<file path="src/irq_seq_pkg.sv">
// constants, field positions and state codes of the interrupt sequencer
`default_nettype none
package irq_seq_pkg;
    // -------------------------------------------------------------------------
    // widths
    // -------------------------------------------------------------------------
    localparam int NUM_SRC   = 16;
    localparam int SRC_W     = 4;
    localparam int PRIO_W    = 3;
    localparam int LEVEL_W   = 4;
    localparam int PC_W      = 23;
    localparam int PC_HI_W   = 7;
    localparam int WORD_W    = 16;
    localparam int EXT_COUNT = 3;
    localparam int WREG_W    = 64;
    localparam int SHADOW_W  = 69;

    // -------------------------------------------------------------------------
    // state word and core control fields
    // -------------------------------------------------------------------------
    localparam logic [15:0] STATE_WORD_RESET = 16'h0000;
    localparam logic [15:0] CORE_CTRL_RESET  = 16'h0000;
    localparam int          SW_IPL_LSB       = 5;
    localparam int          SW_LOW_BYTE_W    = 8;
    localparam int          SW_DC            = 8;
    localparam int          SW_N             = 3;
    localparam int          SW_OV            = 2;
    localparam int          SW_Z             = 1;
    localparam int          SW_C             = 0;
    localparam int          CC_TRAP_BIT      = 3;

    // -------------------------------------------------------------------------
    // sources fed by the external inputs
    // -------------------------------------------------------------------------
    localparam int EXT_SRC_BASE = 0;

    // -------------------------------------------------------------------------
    // vector tables: the alternate table directly follows the primary one
    // -------------------------------------------------------------------------
    localparam logic [22:0] VECTOR_STRIDE      = 23'h000002;
    localparam logic [22:0] PRIMARY_TABLE_BASE = 23'h000014;
    localparam logic [22:0] TABLE_SPAN         = 23'h000020;
    localparam logic [22:0] ALT_TABLE_BASE     = PRIMARY_TABLE_BASE + TABLE_SPAN;

    // -------------------------------------------------------------------------
    // sequencer states
    // -------------------------------------------------------------------------
    typedef enum logic [2:0] {
        ST_IDLE    = 3'b000,
        ST_PUSH_LO = 3'b001,
        ST_PUSH_HI = 3'b010,
        ST_VECTOR  = 3'b011,
        ST_POP_HI  = 3'b100,
        ST_POP_LO  = 3'b101
    } seq_state_t;
endpackage : irq_seq_pkg
`default_nettype wire

</file>
<file path="src/cpu_interrupt_sequencer.sv">
// interrupt sequencer: flag capture, arbitration, stacking, vectoring, return
// Function
// - capture event flags at each instruction cycle start
// - pending flag needs matching enable bit
// - arbitrate pending enabled requests during the cycle
// - interrupt only above current priority level
// - stack program counter and state word low byte
// - load accepted priority into the state word
// - software may lower level; clear flags first
// - trap level bit clear except during traps
// - return pops program counter and state word low byte
// - alternate table follows primary, same layout
// - select bit routes all vectors to alternate table
// - one-level shadow of flags and four registers
// - three edge-sensitive external inputs
// - per-input polarity bit selects edge direction
// - qualifying request wakes a sleeping processor
`timescale 1ns/10ps
`default_nettype none
module cpu_interrupt_sequencer (
    // clock and reset
    input  wire logic                                        mclk,
    input  wire logic                                        arst_n,
    // instruction timing
    input  wire logic                                        instr_cycle_start,
    // event sources
    input  wire logic [irq_seq_pkg::NUM_SRC-1:0]             periph_events,
    input  wire logic [irq_seq_pkg::EXT_COUNT-1:0]           ext_irq_inputs,
    input  wire logic [irq_seq_pkg::EXT_COUNT-1:0]           ext_edge_select_bits,
    // software controls
    input  wire logic [irq_seq_pkg::NUM_SRC-1:0]             flag_clear,
    input  wire logic [irq_seq_pkg::NUM_SRC-1:0]             interrupt_enable_regs,
    input  wire logic [irq_seq_pkg::NUM_SRC*irq_seq_pkg::PRIO_W-1:0] src_priority,
    input  wire logic                                        alt_table_select,
    input  wire logic                                        state_word_wr,
    input  wire logic [irq_seq_pkg::WORD_W-1:0]              state_word_wr_data,
    input  wire logic                                        core_ctrl_wr,
    input  wire logic [irq_seq_pkg::WORD_W-1:0]              core_ctrl_wr_data,
    // processor core
    input  wire logic                                        trap_active,
    input  wire logic                                        sleep_or_idle,
    input  wire logic [irq_seq_pkg::PC_W-1:0]                pc_current,
    input  wire logic                                        return_from_handler_op,
    input  wire logic                                        stack_pop_valid,
    input  wire logic [irq_seq_pkg::WORD_W-1:0]              stack_pop_data,
    input  wire logic                                        shadow_save_op,
    input  wire logic                                        shadow_restore_op,
    input  wire logic [irq_seq_pkg::WREG_W-1:0]              work_regs_live,
    // status
    output logic      [irq_seq_pkg::NUM_SRC-1:0]             interrupt_flag_regs,
    output logic      [irq_seq_pkg::WORD_W-1:0]              proc_state_word,
    output logic      [irq_seq_pkg::WORD_W-1:0]              core_control_reg,
    output logic                                             busy,
    output logic                                             wake_req,
    // stack traffic
    output logic                                             stack_push_valid,
    output logic      [irq_seq_pkg::WORD_W-1:0]              stack_push_data,
    output logic                                             stack_pop_req,
    // vector fetch and return
    output logic                                             vector_valid,
    output logic      [irq_seq_pkg::PC_W-1:0]                vector_addr,
    output logic      [irq_seq_pkg::SRC_W-1:0]               vector_src,
    output logic                                             pc_restore_valid,
    output logic      [irq_seq_pkg::PC_W-1:0]                pc_restore,
    // shadow restore of working registers
    output logic                                             work_regs_restore_valid,
    output logic      [irq_seq_pkg::WREG_W-1:0]              work_regs_restore
);
    // -------------------------------------------------------------------------
    // state
    // -------------------------------------------------------------------------
    typedef struct packed {
        irq_seq_pkg::seq_state_t              fsm;
        logic [irq_seq_pkg::NUM_SRC-1:0]      flags;
        logic [irq_seq_pkg::NUM_SRC-1:0]      ev_latch;
        logic [irq_seq_pkg::WORD_W-1:0]       sw;
        logic [irq_seq_pkg::WORD_W-1:0]       core_ctrl;
        logic                                 best_valid;
        logic [irq_seq_pkg::PRIO_W-1:0]       best_prio;
        logic [irq_seq_pkg::SRC_W-1:0]        best_src;
        logic [irq_seq_pkg::PRIO_W-1:0]       take_prio;
        logic [irq_seq_pkg::SRC_W-1:0]        take_src;
        logic                                 push_valid;
        logic [irq_seq_pkg::WORD_W-1:0]       push_data;
        logic                                 vec_valid;
        logic [irq_seq_pkg::PC_W-1:0]         vec_addr;
        logic [irq_seq_pkg::SRC_W-1:0]        vec_src;
        logic [irq_seq_pkg::PC_HI_W-1:0]      pop_pc_hi;
        logic                                 pc_rst_valid;
        logic [irq_seq_pkg::PC_W-1:0]         pc_rst;
        logic                                 wake;
    } ctl_t;

    ctl_t cur;
    ctl_t next_cur;

    logic [irq_seq_pkg::EXT_COUNT-1:0]    ext_pulse;
    logic [irq_seq_pkg::NUM_SRC-1:0]      events_all;
    logic [irq_seq_pkg::SHADOW_W-1:0]     shadow_live;
    logic [irq_seq_pkg::SHADOW_W-1:0]     shadow_copy;
    logic                                 shadow_rvalid;
    logic [irq_seq_pkg::LEVEL_W-1:0]      cur_level;
    logic                                 take_now;
    logic                                 arb_valid;
    logic [irq_seq_pkg::PRIO_W-1:0]       arb_prio;
    logic [irq_seq_pkg::SRC_W-1:0]        arb_src;
    logic [irq_seq_pkg::PRIO_W-1:0]       p;
    logic [irq_seq_pkg::PC_W-1:0]         table_base;

    // -------------------------------------------------------------------------
    // external inputs
    // -------------------------------------------------------------------------
    genvar g;
    generate
        for (g = 0; g < irq_seq_pkg::EXT_COUNT; g++) begin : gen_ext
            ext_edge_detect u_edge (
                .mclk       (mclk),
                .arst_n     (arst_n),
                .pin        (ext_irq_inputs[g]),
                .falling_sel(ext_edge_select_bits[g]),
                .edge_pulse (ext_pulse[g])
            );
        end
    endgenerate

    always_comb begin
        events_all = periph_events;
        events_all[irq_seq_pkg::EXT_SRC_BASE +: irq_seq_pkg::EXT_COUNT] =
            periph_events[irq_seq_pkg::EXT_SRC_BASE +: irq_seq_pkg::EXT_COUNT] | ext_pulse;
    end

    // -------------------------------------------------------------------------
    // shadow context
    // -------------------------------------------------------------------------
    assign shadow_live = {cur.sw[irq_seq_pkg::SW_DC], cur.sw[irq_seq_pkg::SW_N],
                          cur.sw[irq_seq_pkg::SW_OV], cur.sw[irq_seq_pkg::SW_Z],
                          cur.sw[irq_seq_pkg::SW_C], work_regs_live};

    shadow_context u_shadow (
        .mclk         (mclk),
        .arst_n       (arst_n),
        .save         (shadow_save_op),
        .restore      (shadow_restore_op),
        .live         (shadow_live),
        .copy         (shadow_copy),
        .restore_valid(shadow_rvalid)
    );

    // -------------------------------------------------------------------------
    // arbitration: highest priority wins, lowest source number breaks ties
    // -------------------------------------------------------------------------
    always_comb begin
        arb_valid = 1'b0;
        arb_prio  = '0;
        arb_src   = '0;
        p         = '0;
        for (int i = 0; i < irq_seq_pkg::NUM_SRC; i++) begin
            p = src_priority[i*irq_seq_pkg::PRIO_W +: irq_seq_pkg::PRIO_W];
            if (cur.flags[i] && interrupt_enable_regs[i]
                && (!arb_valid || p > arb_prio)) begin
                arb_valid = 1'b1;
                arb_prio  = p;
                arb_src   = irq_seq_pkg::SRC_W'(i);
            end
        end
    end

    assign cur_level  = {cur.core_ctrl[irq_seq_pkg::CC_TRAP_BIT],
                         cur.sw[irq_seq_pkg::SW_IPL_LSB +: irq_seq_pkg::PRIO_W]};
    assign take_now   = cur.best_valid
                        && ({1'b0, cur.best_prio} > cur_level);
    assign table_base = alt_table_select ? irq_seq_pkg::ALT_TABLE_BASE
                                         : irq_seq_pkg::PRIMARY_TABLE_BASE;

    // -------------------------------------------------------------------------
    // next state
    // -------------------------------------------------------------------------
    always_comb begin
        next_cur              = cur;
        next_cur.push_valid   = 1'b0;
        next_cur.vec_valid    = 1'b0;
        next_cur.pc_rst_valid = 1'b0;

        // flags: a new event wins over a clear in the same cycle
        if (instr_cycle_start) begin
            next_cur.flags    = (cur.flags & ~flag_clear) | cur.ev_latch | events_all;
            next_cur.ev_latch = '0;
        end else begin
            next_cur.flags    = cur.flags & ~flag_clear;
            next_cur.ev_latch = cur.ev_latch | events_all;
        end

        next_cur.best_valid = arb_valid;
        next_cur.best_prio  = arb_prio;
        next_cur.best_src   = arb_src;
        next_cur.wake       = sleep_or_idle && take_now;

        // software writes; the sequence itself overrides below
        if (state_word_wr) begin
            next_cur.sw = state_word_wr_data;
        end
        if (core_ctrl_wr) begin
            next_cur.core_ctrl = core_ctrl_wr_data;
        end
        next_cur.core_ctrl[irq_seq_pkg::CC_TRAP_BIT] = trap_active;

        if (shadow_rvalid) begin
            next_cur.sw[irq_seq_pkg::SW_DC] = shadow_copy[68];
            next_cur.sw[irq_seq_pkg::SW_N]  = shadow_copy[67];
            next_cur.sw[irq_seq_pkg::SW_OV] = shadow_copy[66];
            next_cur.sw[irq_seq_pkg::SW_Z]  = shadow_copy[65];
            next_cur.sw[irq_seq_pkg::SW_C]  = shadow_copy[64];
        end

        unique case (cur.fsm)
            irq_seq_pkg::ST_IDLE: begin
                if (return_from_handler_op) begin
                    next_cur.fsm = irq_seq_pkg::ST_POP_HI;
                end else if (instr_cycle_start && take_now) begin
                    next_cur.fsm        = irq_seq_pkg::ST_PUSH_LO;
                    next_cur.take_prio  = cur.best_prio;
                    next_cur.take_src   = cur.best_src;
                    next_cur.push_valid = 1'b1;
                    next_cur.push_data  = pc_current[15:0];
                end
            end
            irq_seq_pkg::ST_PUSH_LO: begin
                next_cur.fsm        = irq_seq_pkg::ST_PUSH_HI;
                next_cur.push_valid = 1'b1;
                next_cur.push_data  = {cur.sw[irq_seq_pkg::SW_LOW_BYTE_W-1:0],
                                       cur.core_ctrl[irq_seq_pkg::CC_TRAP_BIT],
                                       pc_current[irq_seq_pkg::PC_W-1:16]};
            end
            irq_seq_pkg::ST_PUSH_HI: begin
                next_cur.fsm = irq_seq_pkg::ST_VECTOR;
                next_cur.sw[irq_seq_pkg::SW_IPL_LSB +: irq_seq_pkg::PRIO_W] =
                    cur.take_prio;
            end
            irq_seq_pkg::ST_VECTOR: begin
                next_cur.fsm       = irq_seq_pkg::ST_IDLE;
                next_cur.vec_valid = 1'b1;
                next_cur.vec_src   = cur.take_src;
                next_cur.vec_addr  = table_base
                    + irq_seq_pkg::PC_W'(cur.take_src) * irq_seq_pkg::VECTOR_STRIDE;
            end
            irq_seq_pkg::ST_POP_HI: begin
                if (stack_pop_valid) begin
                    next_cur.fsm       = irq_seq_pkg::ST_POP_LO;
                    next_cur.sw[irq_seq_pkg::SW_LOW_BYTE_W-1:0] = stack_pop_data[15:8];
                    next_cur.pop_pc_hi = stack_pop_data[irq_seq_pkg::PC_HI_W-1:0];
                end
            end
            irq_seq_pkg::ST_POP_LO: begin
                if (stack_pop_valid) begin
                    next_cur.fsm          = irq_seq_pkg::ST_IDLE;
                    next_cur.pc_rst_valid = 1'b1;
                    next_cur.pc_rst       = {cur.pop_pc_hi, stack_pop_data};
                end
            end
            default: begin
                next_cur.fsm = irq_seq_pkg::ST_IDLE;
            end
        endcase
    end

    // -------------------------------------------------------------------------
    // registers
    // -------------------------------------------------------------------------
    always_ff @(posedge mclk or negedge arst_n) begin
        if (!arst_n) begin
            cur           <= '0;
            cur.fsm       <= irq_seq_pkg::ST_IDLE;
            cur.sw        <= irq_seq_pkg::STATE_WORD_RESET;
            cur.core_ctrl <= irq_seq_pkg::CORE_CTRL_RESET;
        end else begin
            cur <= next_cur;
        end
    end

    // -------------------------------------------------------------------------
    // outputs
    // -------------------------------------------------------------------------
    assign interrupt_flag_regs     = cur.flags;
    assign proc_state_word         = cur.sw;
    assign core_control_reg        = cur.core_ctrl;
    assign busy                    = (cur.fsm != irq_seq_pkg::ST_IDLE);
    assign wake_req                = cur.wake;
    assign stack_push_valid        = cur.push_valid;
    assign stack_push_data         = cur.push_data;
    assign stack_pop_req           = (cur.fsm == irq_seq_pkg::ST_POP_HI)
                                     || (cur.fsm == irq_seq_pkg::ST_POP_LO);
    assign vector_valid            = cur.vec_valid;
    assign vector_addr             = cur.vec_addr;
    assign vector_src              = cur.vec_src;
    assign pc_restore_valid        = cur.pc_rst_valid;
    assign pc_restore              = cur.pc_rst;
    assign work_regs_restore_valid = shadow_rvalid;
    assign work_regs_restore       = shadow_copy[irq_seq_pkg::WREG_W-1:0];
endmodule : cpu_interrupt_sequencer
`default_nettype wire

</file>
<file path="src/ext_edge_detect.sv">
// edge detector for one external interrupt input
`timescale 1ns/10ps
`default_nettype none
module ext_edge_detect (
    // clock and reset
    input  wire logic mclk,
    input  wire logic arst_n,
    // pin and polarity
    input  wire logic pin,
    input  wire logic falling_sel,
    // one-sample request
    output logic      edge_pulse
);
    typedef struct packed {
        logic sample;
        logic prev;
        logic pulse;
    } edge_t;

    edge_t cur;
    edge_t next_cur;

    always_comb begin
        next_cur        = cur;
        next_cur.sample = pin;
        next_cur.prev   = cur.sample;
        next_cur.pulse  = falling_sel ? (cur.prev & ~cur.sample)
                                      : (~cur.prev & cur.sample);
    end

    always_ff @(posedge mclk or negedge arst_n) begin
        if (!arst_n) begin
            cur <= '0;
        end else begin
            cur <= next_cur;
        end
    end

    assign edge_pulse = cur.pulse;
endmodule : ext_edge_detect
`default_nettype wire

</file>
<file path="src/shadow_context.sv">
// one-level shadow copy of the status flags and first four working registers
`timescale 1ns/10ps
`default_nettype none
module shadow_context (
    // clock and reset
    input  wire logic                             mclk,
    input  wire logic                             arst_n,
    // save and restore strobes
    input  wire logic                             save,
    input  wire logic                             restore,
    // live context in, shadow copy out
    input  wire logic [irq_seq_pkg::SHADOW_W-1:0] live,
    output logic      [irq_seq_pkg::SHADOW_W-1:0] copy,
    output logic                                  restore_valid
);
    typedef struct packed {
        logic [irq_seq_pkg::SHADOW_W-1:0] copy;
        logic                             rvalid;
    } shadow_t;

    shadow_t cur;
    shadow_t next_cur;

    always_comb begin
        next_cur        = cur;
        next_cur.rvalid = restore;
        if (save) begin
            next_cur.copy = live;
        end
    end

    always_ff @(posedge mclk or negedge arst_n) begin
        if (!arst_n) begin
            cur <= '0;
        end else begin
            cur <= next_cur;
        end
    end

    assign copy          = cur.copy;
    assign restore_valid = cur.rvalid;
endmodule : shadow_context
`default_nettype wire

</file>
<file path="config.mk">
export PLATFORM = sky130hd
export DESIGN_NAME = cpu_interrupt_sequencer
export DESIGN_NICKNAME = d
export VERILOG_FILES = /design/src/irq_seq_pkg.sv /design/src/cpu_interrupt_sequencer.sv /design/src/ext_edge_detect.sv /design/src/shadow_context.sv
export SDC_FILE = /design/constraint.sdc
export NUM_CORES = 1
export LEC_CHECK = 0
export ABC_AREA = 1
export BUFFER_PORTS_ARGS = -buffer_cell sky130_fd_sc_hd__buf_2
export CORE_AREA = 3 3 167 169
export DETAILED_ROUTE_END_ITERATION = 8
export DIE_AREA = 0 0 170 172
export PLACE_DENSITY_LB_ADDON = 0.08
export SETUP_SLACK_MARGIN = 0.2
export SYNTH_ARGS = -nofsm -noshare
export SYNTH_HDL_FRONTEND = slang
export SYNTH_SLANG_ARGS = --single-unit
</file>
<file path="constraint.sdc">
create_clock -name mclk -period 18.55 [get_ports mclk]
set_clock_uncertainty 0.05 [all_clocks]
set_input_delay 0 -clock mclk [delete_from_list [all_inputs] [get_ports mclk]]
set_output_delay 0 -clock mclk [all_outputs]
set_load 0.01 [all_outputs]
</file>
After elaboration in Yosys (flattened, before gate mapping)
Index checks and enable logic that the tools add are counted.
{"block": "totals", "regBits": 238, "in_bits": 249, "output_inout_bits": 185, "wordCells": 222}
{"block": "op_classes", "add_sub_neg": 1, "magnitude_cmp": 16, "n_eq_ne": 10, "mux": 69, "bitwise": 19, "reduce_logical": 74}
{"operator": "$mux W3", "n": 20}
{"operator": "$mux W4", "n": 15}
{"operator": "$mux W24", "n": 2}
{"operator": "$or A16 B16 Y16", "n": 3}
{"operator": "$gt A3 B3 Y1", "n": 15}
{"operator": "$logic_and A1 B1 Y1", "n": 34}
{"operator": "$mux W17", "n": 2}
{"operator": "$pmux W17 S2", "n": 1}
{"operator": "$mux W32", "n": 1}
{"operator": "$mux W28", "n": 1}
{"operator": "$mux W1", "n": 21}
{"operator": "$and A16 B16 Y16", "n": 1}
{"operator": "$logic_or A1 B1 Y1", "n": 16}
{"operator": "$not A16 Y16", "n": 1}
{"operator": "$logic_not A1 Y1", "n": 15}
{"operator": "$pmux W3 S5", "n": 1}
{"operator": "$mux W9", "n": 1}
{"operator": "$reduce_and A3 Y1", "n": 3}
{"operator": "$mux W8", "n": 1}
{"operator": "$ne A2 B2 Y1 const B", "n": 4}
{"operator": "$add A6 B5 Y7", "n": 1}
{"operator": "$not A1 Y1", "n": 7}
{"operator": "$and A1 B1 Y1", "n": 6}
{"operator": "$eq A3 B2 Y1 const B", "n": 2}
{"operator": "other kinds (12)", "n": 15}

Logic depth before layout (Yosys ltp)
{"block": "logic_depth", "ltp_word": 62, "ltp_mapped": 140, "mapped_depth_nobuf": 140}

By module
Synthesis repeated with hierarchy kept, for this count alone.
{"block": "unflattened", "hier_cells": 1345, "hier_area_um2": 11375.9}
{"mod": "cpu_interrupt_sequencer", "instances": 1, "cells_each": 1025, "area_each_um2": 8441.8, "seq_area_each_um2": 3528.4}
{"mod": "shadow_context", "instances": 1, "cells_each": 293, "area_each_um2": 2633.8, "seq_area_each_um2": 1751.7}
{"mod": "ext_edge_detect", "instances": 3, "cells_each": 9, "area_each_um2": 100.1, "seq_area_each_um2": 75.1}

Least setup slack after synthesis
Ideal clock, no wire load.
{"block": "synth_path", "kind": "register to register", "startpoint": "register cur, in the netlist interrupt_flag_regs[0]", "endpoint": "register cur[87] in the netlist's numbering", "setup_time_ns": 0.121, "arrival_time_ns": 15.107, "required_time_ns": 18.379, "setup_slack_ns": 3.272, "stages_incl_launch_ff": 134, "n_path_buf": 0, "period_less_slack_ns": 15.278, "cell_sequence": "dfrtp_1 nand2_2 nor2_1 inv_1 ha_1 a21oi_1 nand2_1 nand2_1 nand2_1 nand2_2 nand2_1 and2_1 ha_1 a21oi_1 o21ai_1 nand2_1 nand2_1 nand2_2 [98 not listed] ha_1 nand2_1 o21ai_0 nand2_1 nand2_1 nand2_1 or2_2 nand2_1 ha_1 a21oi_1 o21ai_0 nand2_1 o21ai_0 nand3_1 nand2_1 inv_1 and3_2 nand2_1"}
{"block": "synth_via", "elab_chain_cells": 62, "word_cells_on_any_way": 104, "cone_classes": "order compare: 15; mux: 43; reduce/logical: 46"}
{"element": "from (decl)", "line": "cpu_interrupt_sequencer.sv:94", "source": "ctl_t cur;"}
{"element": "from (signal assigned)", "line": "cpu_interrupt_sequencer.sv:276", "source": "cur <= next_cur;"}
{"element": "$logic_and A1 B1 Y1 *", "line": "cpu_interrupt_sequencer.sv:159", "source": "if (cur.flags[i] && interrupt_enable_regs[i]"}
{"element": "$mux W3 / $mux W1 (equally long branches)", "line": "cpu_interrupt_sequencer.sv:159"}
{"element": "$gt A3 B3 Y1 / $logic_not A1 Y1 (equally long branches)", "line": "cpu_interrupt_sequencer.sv:160", "source": "&& (!arb_valid || p > arb_prio)) begin"}
{"element": "$logic_or A1 B1 Y1", "line": "cpu_interrupt_sequencer.sv:160"}
{"element": "$logic_and A1 B1 Y1", "line": "cpu_interrupt_sequencer.sv:160"}
{"element": "$mux W3 / $mux W1 (equally long branches)", "line": "cpu_interrupt_sequencer.sv:159"}
{"element": "$gt A3 B3 Y1 / $logic_not A1 Y1 (equally long branches)", "line": "cpu_interrupt_sequencer.sv:160"}
{"element": "$logic_or A1 B1 Y1", "line": "cpu_interrupt_sequencer.sv:160"}
{"element": "[47 not listed]"}
{"element": "$logic_or A1 B1 Y1", "line": "cpu_interrupt_sequencer.sv:160"}
{"element": "$logic_and A1 B1 Y1", "line": "cpu_interrupt_sequencer.sv:160"}
{"element": "$mux W3 / $mux W1 (equally long branches)", "line": "cpu_interrupt_sequencer.sv:159"}
{"element": "$gt A3 B3 Y1 / $logic_not A1 Y1 (equally long branches)", "line": "cpu_interrupt_sequencer.sv:160"}
{"element": "$logic_or A1 B1 Y1", "line": "cpu_interrupt_sequencer.sv:160"}
{"element": "$logic_and A1 B1 Y1", "line": "cpu_interrupt_sequencer.sv:160"}
{"element": "$mux W4 *", "line": "cpu_interrupt_sequencer.sv:159"}
{"element": "net arb_src, one bit", "line": "cpu_interrupt_sequencer.sv:106", "source": "logic [irq_seq_pkg::SRC_W-1:0] arb_src;"}
The timed path passes the listed nets; every way through them passes the cells marked *.
A chain may end at the register's enable or synchronous reset.

Worst setup path after layout
{"block": "layout_path", "startpoint": "register cur, in the netlist interrupt_flag_regs[0]", "endpoint": "register cur[90] in the netlist's numbering"}
{"block": "layout_via", "elab_chain_cells": 62, "word_cells_on_any_way": 92, "cone_classes": "order compare: 15; mux: 31; reduce/logical: 46"}
{"element": "$logic_and A1 B1 Y1 *", "line": "cpu_interrupt_sequencer.sv:159"}
{"element": "$mux W3 / $mux W1 (equally long branches)", "line": "cpu_interrupt_sequencer.sv:159"}
{"element": "$gt A3 B3 Y1 / $logic_not A1 Y1 (equally long branches)", "line": "cpu_interrupt_sequencer.sv:160"}
{"element": "$logic_or A1 B1 Y1", "line": "cpu_interrupt_sequencer.sv:160"}
{"element": "$logic_and A1 B1 Y1", "line": "cpu_interrupt_sequencer.sv:160"}
{"element": "$mux W3 / $mux W1 (equally long branches)", "line": "cpu_interrupt_sequencer.sv:159"}
{"element": "$gt A3 B3 Y1 / $logic_not A1 Y1 (equally long branches)", "line": "cpu_interrupt_sequencer.sv:160"}
{"element": "$logic_or A1 B1 Y1", "line": "cpu_interrupt_sequencer.sv:160"}
{"element": "[47 not listed]"}
{"element": "$logic_or A1 B1 Y1", "line": "cpu_interrupt_sequencer.sv:160"}
{"element": "$logic_and A1 B1 Y1", "line": "cpu_interrupt_sequencer.sv:160"}
{"element": "$mux W3 / $mux W1 (equally long branches)", "line": "cpu_interrupt_sequencer.sv:159"}
{"element": "$gt A3 B3 Y1 / $logic_not A1 Y1 (equally long branches)", "line": "cpu_interrupt_sequencer.sv:160"}
{"element": "$logic_or A1 B1 Y1", "line": "cpu_interrupt_sequencer.sv:160"}
{"element": "$logic_and A1 B1 Y1", "line": "cpu_interrupt_sequencer.sv:160"}
{"element": "$mux W3 *", "line": "cpu_interrupt_sequencer.sv:159"}
{"element": "net arb_prio, one bit", "line": "cpu_interrupt_sequencer.sv:105", "source": "logic [irq_seq_pkg::PRIO_W-1:0] arb_prio;"}
Marked as above.

==> impl_metrics.yaml <==
placed_design:
  dp.cells: 1853
  gp_congestion: 0.841
  place_ws_ns: 1.19
  port_buffers: 415
  dp_hpwl_mm: 24.6
routing:
  remaining_drc_errors: 0
  drt-pass1-iter-count: 5
  dr_total_vias: 10300
  dr.first_iter.drc_count: 577
  ant_nets: 0
  wl_mm: 35.4
  wl_per_cell_um: 16.4
  vias_per_cell: 4.77
power:
  ir_drop_uv: 74.4
  powerDensity_mw_per_mm2: 116
  leakagePower_uw: 0.00865
yosys:
  synth.most_common_cell: "nand2_1"
  synthCells: 1280
  yosysTopAreaCell: "dfrtp_1"
  syn_avg_cell_area_um2: 9.18
  netlist_area_mm2: 0.0118
  synth-seq-area-share_pct: 46.8
  synth.area.top_cells: "dfrtp_1 (47%), buf_4 (11%), nand2_1 (7.9%)"
  ys.flop_type: "dfrtp_1"
  synth-edff-count: 0
  synth.top_cell.area_share_pct: 46.8
  async_reset_ff_share_pct: 100
  synth_common_cells: "nand2_1 (247), dfrtp_1 (220), buf_4 (178)"
  yosysUniqueCellTypes: 35
  synth-seq-cells: 220
  yosysWarnings: 0
clocking:
  cts_sinks: 220
  insertion_delay_ns: 0.53
  cts_buffers: 26
  root_buffer: "clkbuf_16"
  clockBufferDepth: 3
  cts_tree: "done"
  path_clk_slew_ns: 0.06
  h-tree-depth: 1
sta:
  fmaxAchievable_mhz: 60.0
  rsz0062_at_grt: "false"
  tns_ns: 0
  max_slew_margin_pct: 26.0
  tightest_slew_ns: 1.11
  post-route-period-util_pct: 89.8
  hold_violations: 0
  setup_violations: 0
  worst_slack_ns: 1.88
  finalMaxSlewViolations: 0
  layout_min_cycle_time_ns: 16.67
global_route:
  grt_pass1_wl_mm: 54.4
  grt_overflow: 0
  grt_pass1_vias: 10500
  track_usage_pct: 23.3
  antenna_found_initial: 7
  grt_max_degree: 109
worst_setup_path:
  start_kind: "register"
  worstPathArrival_ns: 17.03
  worstSetupPathType: "register to register"
  crit_buf_inv: 13
  critPathMaxStageDelay_ns: 0.55
  cpMaxStageDelayCell: "dlygate4sd3_1"
  required_ns: 18.91
  cp_common_cell: "nand2_1"
  cp_top_family: "simple AND/OR/NAND/NOR gates"
  end_kind: "register"
  timing.critical_path.fanout_max: 8
die:
  pin_count: 434
  die_y_um: 172
  core_mm2: 0.0267
  num_rows: 60
  dieArea_mm2: 0.0292
  dieWidth_um: 170
  initial_utilization_pct: 44.0
cells_and_area:
  largest_reg_flops: 69
  stdcell_count: 2165
  drive_gt1_share_pct: 34.8
  fin_nets: 2098
  syn_to_final_growth_pct: 41.3
worst_hold_path:
  hold_class: "primary input to register"
job:
  maxCapViolCount: 0
outcome:
  status: "completed"
## layer usage
metal / part of all wire, % / up-vias / track usage (%)
li1: - / 5005 / -
met1: 40 / 4869 / 28.5
met2: 48 / 359 / 40.7
met3: 7.7 / 84 / 5.85
met4: 3.3 / 12 / 7.23
met5: 0.13 / - / 0
## tightest hold or removal path, stage by stage
cell     delay (ns)
buf_2          0.08
nand2_1        0.09
inv_1          0.10
nand2_2        0.10
inv_1          0.08
o21ai_0        0.09
## through the flow
step           hold slack (ns)  power, uW  cell area [um2]  util [%]
6_report               0.00721       1930            16600      62.1
5_1_grt                 0.0509       2080            16600      62.1
4_1_cts                0.00777       1910            16400      61.2
3_5_place_dp            0.0593       1320            12900      48.4
3_3_place_gp            0.0600       1300            12900      48.4
2_1_floorplan           -0.346       1180            11800         -
## cell usage in the layout (no fill, tap or decap), types with 4 or more instances in the layout
cell | netlist | routed
dlygate4sd3_1 | 0 | 258
nor2_2 | 2 | 5
buf_2 | 0 | 414
and2_1 | 6 | 6
o21ai_0 | 76 | 47
conb_1 | 1 | 17
a21oi_1 | 25 | 22
dfrtp_1 | 220 | 220
clkinvlp_4 | 0 | 4
ha_1 | 42 | 37
mux2_2 | 82 | 82
o21ai_1 | 3 | 21
inv_1 | 129 | 128
buf_4 | 178 | 15
clkbuf_16 | 0 | 26
nand2_2 | 14 | 16
nand2_4 | 16 | 19
o211ai_1 | 14 | 14
nand3_1 | 66 | 64
o22ai_1 | 19 | 19
nor2_1 | 75 | 71
nand3_2 | 8 | 10
nand2_1 | 247 | 242
o21ai_2 | 0 | 11
a211oi_1 | 4 | 4
ha_4 | 0 | 5
nor3_1 | 7 | 6
clkbuf_1 | 27 | 4
## logic make-up (layout without fill, tap and decap cells)
family                   count (synthesis)  in the layout  synth area share (%)
XOR/XNOR                                 1              1                0.0745
multiplexers                            82             82                  7.86
flip-flops                             220            220                  46.8
AND/OR/NAND/NOR                        449            449                  17.3
buffers and inverters                  338            865                  16.5
AO/OA/AOI/OAI                          147            147                  6.97
other                                    1             18                0.0319
adder cells (fa/ha/maj)                 42             42                  4.47
## layout make-up
cell class / count / area [um2]
Sequential cell: 220 / 5510
Timing Repair Buffer: 688 / 4780
Multi-Input combinational cell: 738 / 4550
Fill cell: 2245 / 10100
Clock buffer: 33 / 707
Inverter: 133 / 499
Clock inverter: 11 / 130
Tap cell: 341 / 427
Antenna cell: 1 / 2.50
## what timing repair did
item	4_1_cts	5_1_grt
setup buffers	0	9
hold endpoints to repair	293	0
setup endpoints to repair	0	7
resized for setup	0	64
hold buffers	258	0
## worst paths after layout
| path | startpoint | slack, ns | depth (start not counted) | endpoint |
|---|---|---|---|---|
| max | interrupt_flag_regs[0]$_DFF_PN0_ | 1.88 | 139 | cur[90]$_DFF_PN0_ |
| min | interrupt_enable_regs[14] | 0.007 | 6 | cur[84]$_DFF_PN0_ |
| max reg2reg | interrupt_flag_regs[0]$_DFF_PN0_ | 1.88 | 139 | cur[90]$_DFF_PN0_ |
| min reg2reg | gen_ext[1].u_edge.cur[2]$_DFF_PN0_ | 0.32 | 0 | gen_ext[1].u_edge.cur[1]$_DFF_PN0_ |
| max in group asynchronous | arst_n | 16.90 | 3 | u_shadow.copy[21]$_DFFE_PN0P_ |
| min in group asynchronous | arst_n | 0.08 | 2 | core_control_reg[12]$_DFFE_PN0P_ |
## where the power goes
part           leakage, uW  internal (uW)  switching (uW)  total [uW]
registers          0.00263            594            61.6         656
clock network     0.000398            297             205         502
logic              0.00562            346             430         776
total              0.00865           1240             697        1930
No activity file was read; power rests on OpenSTA's default activity.
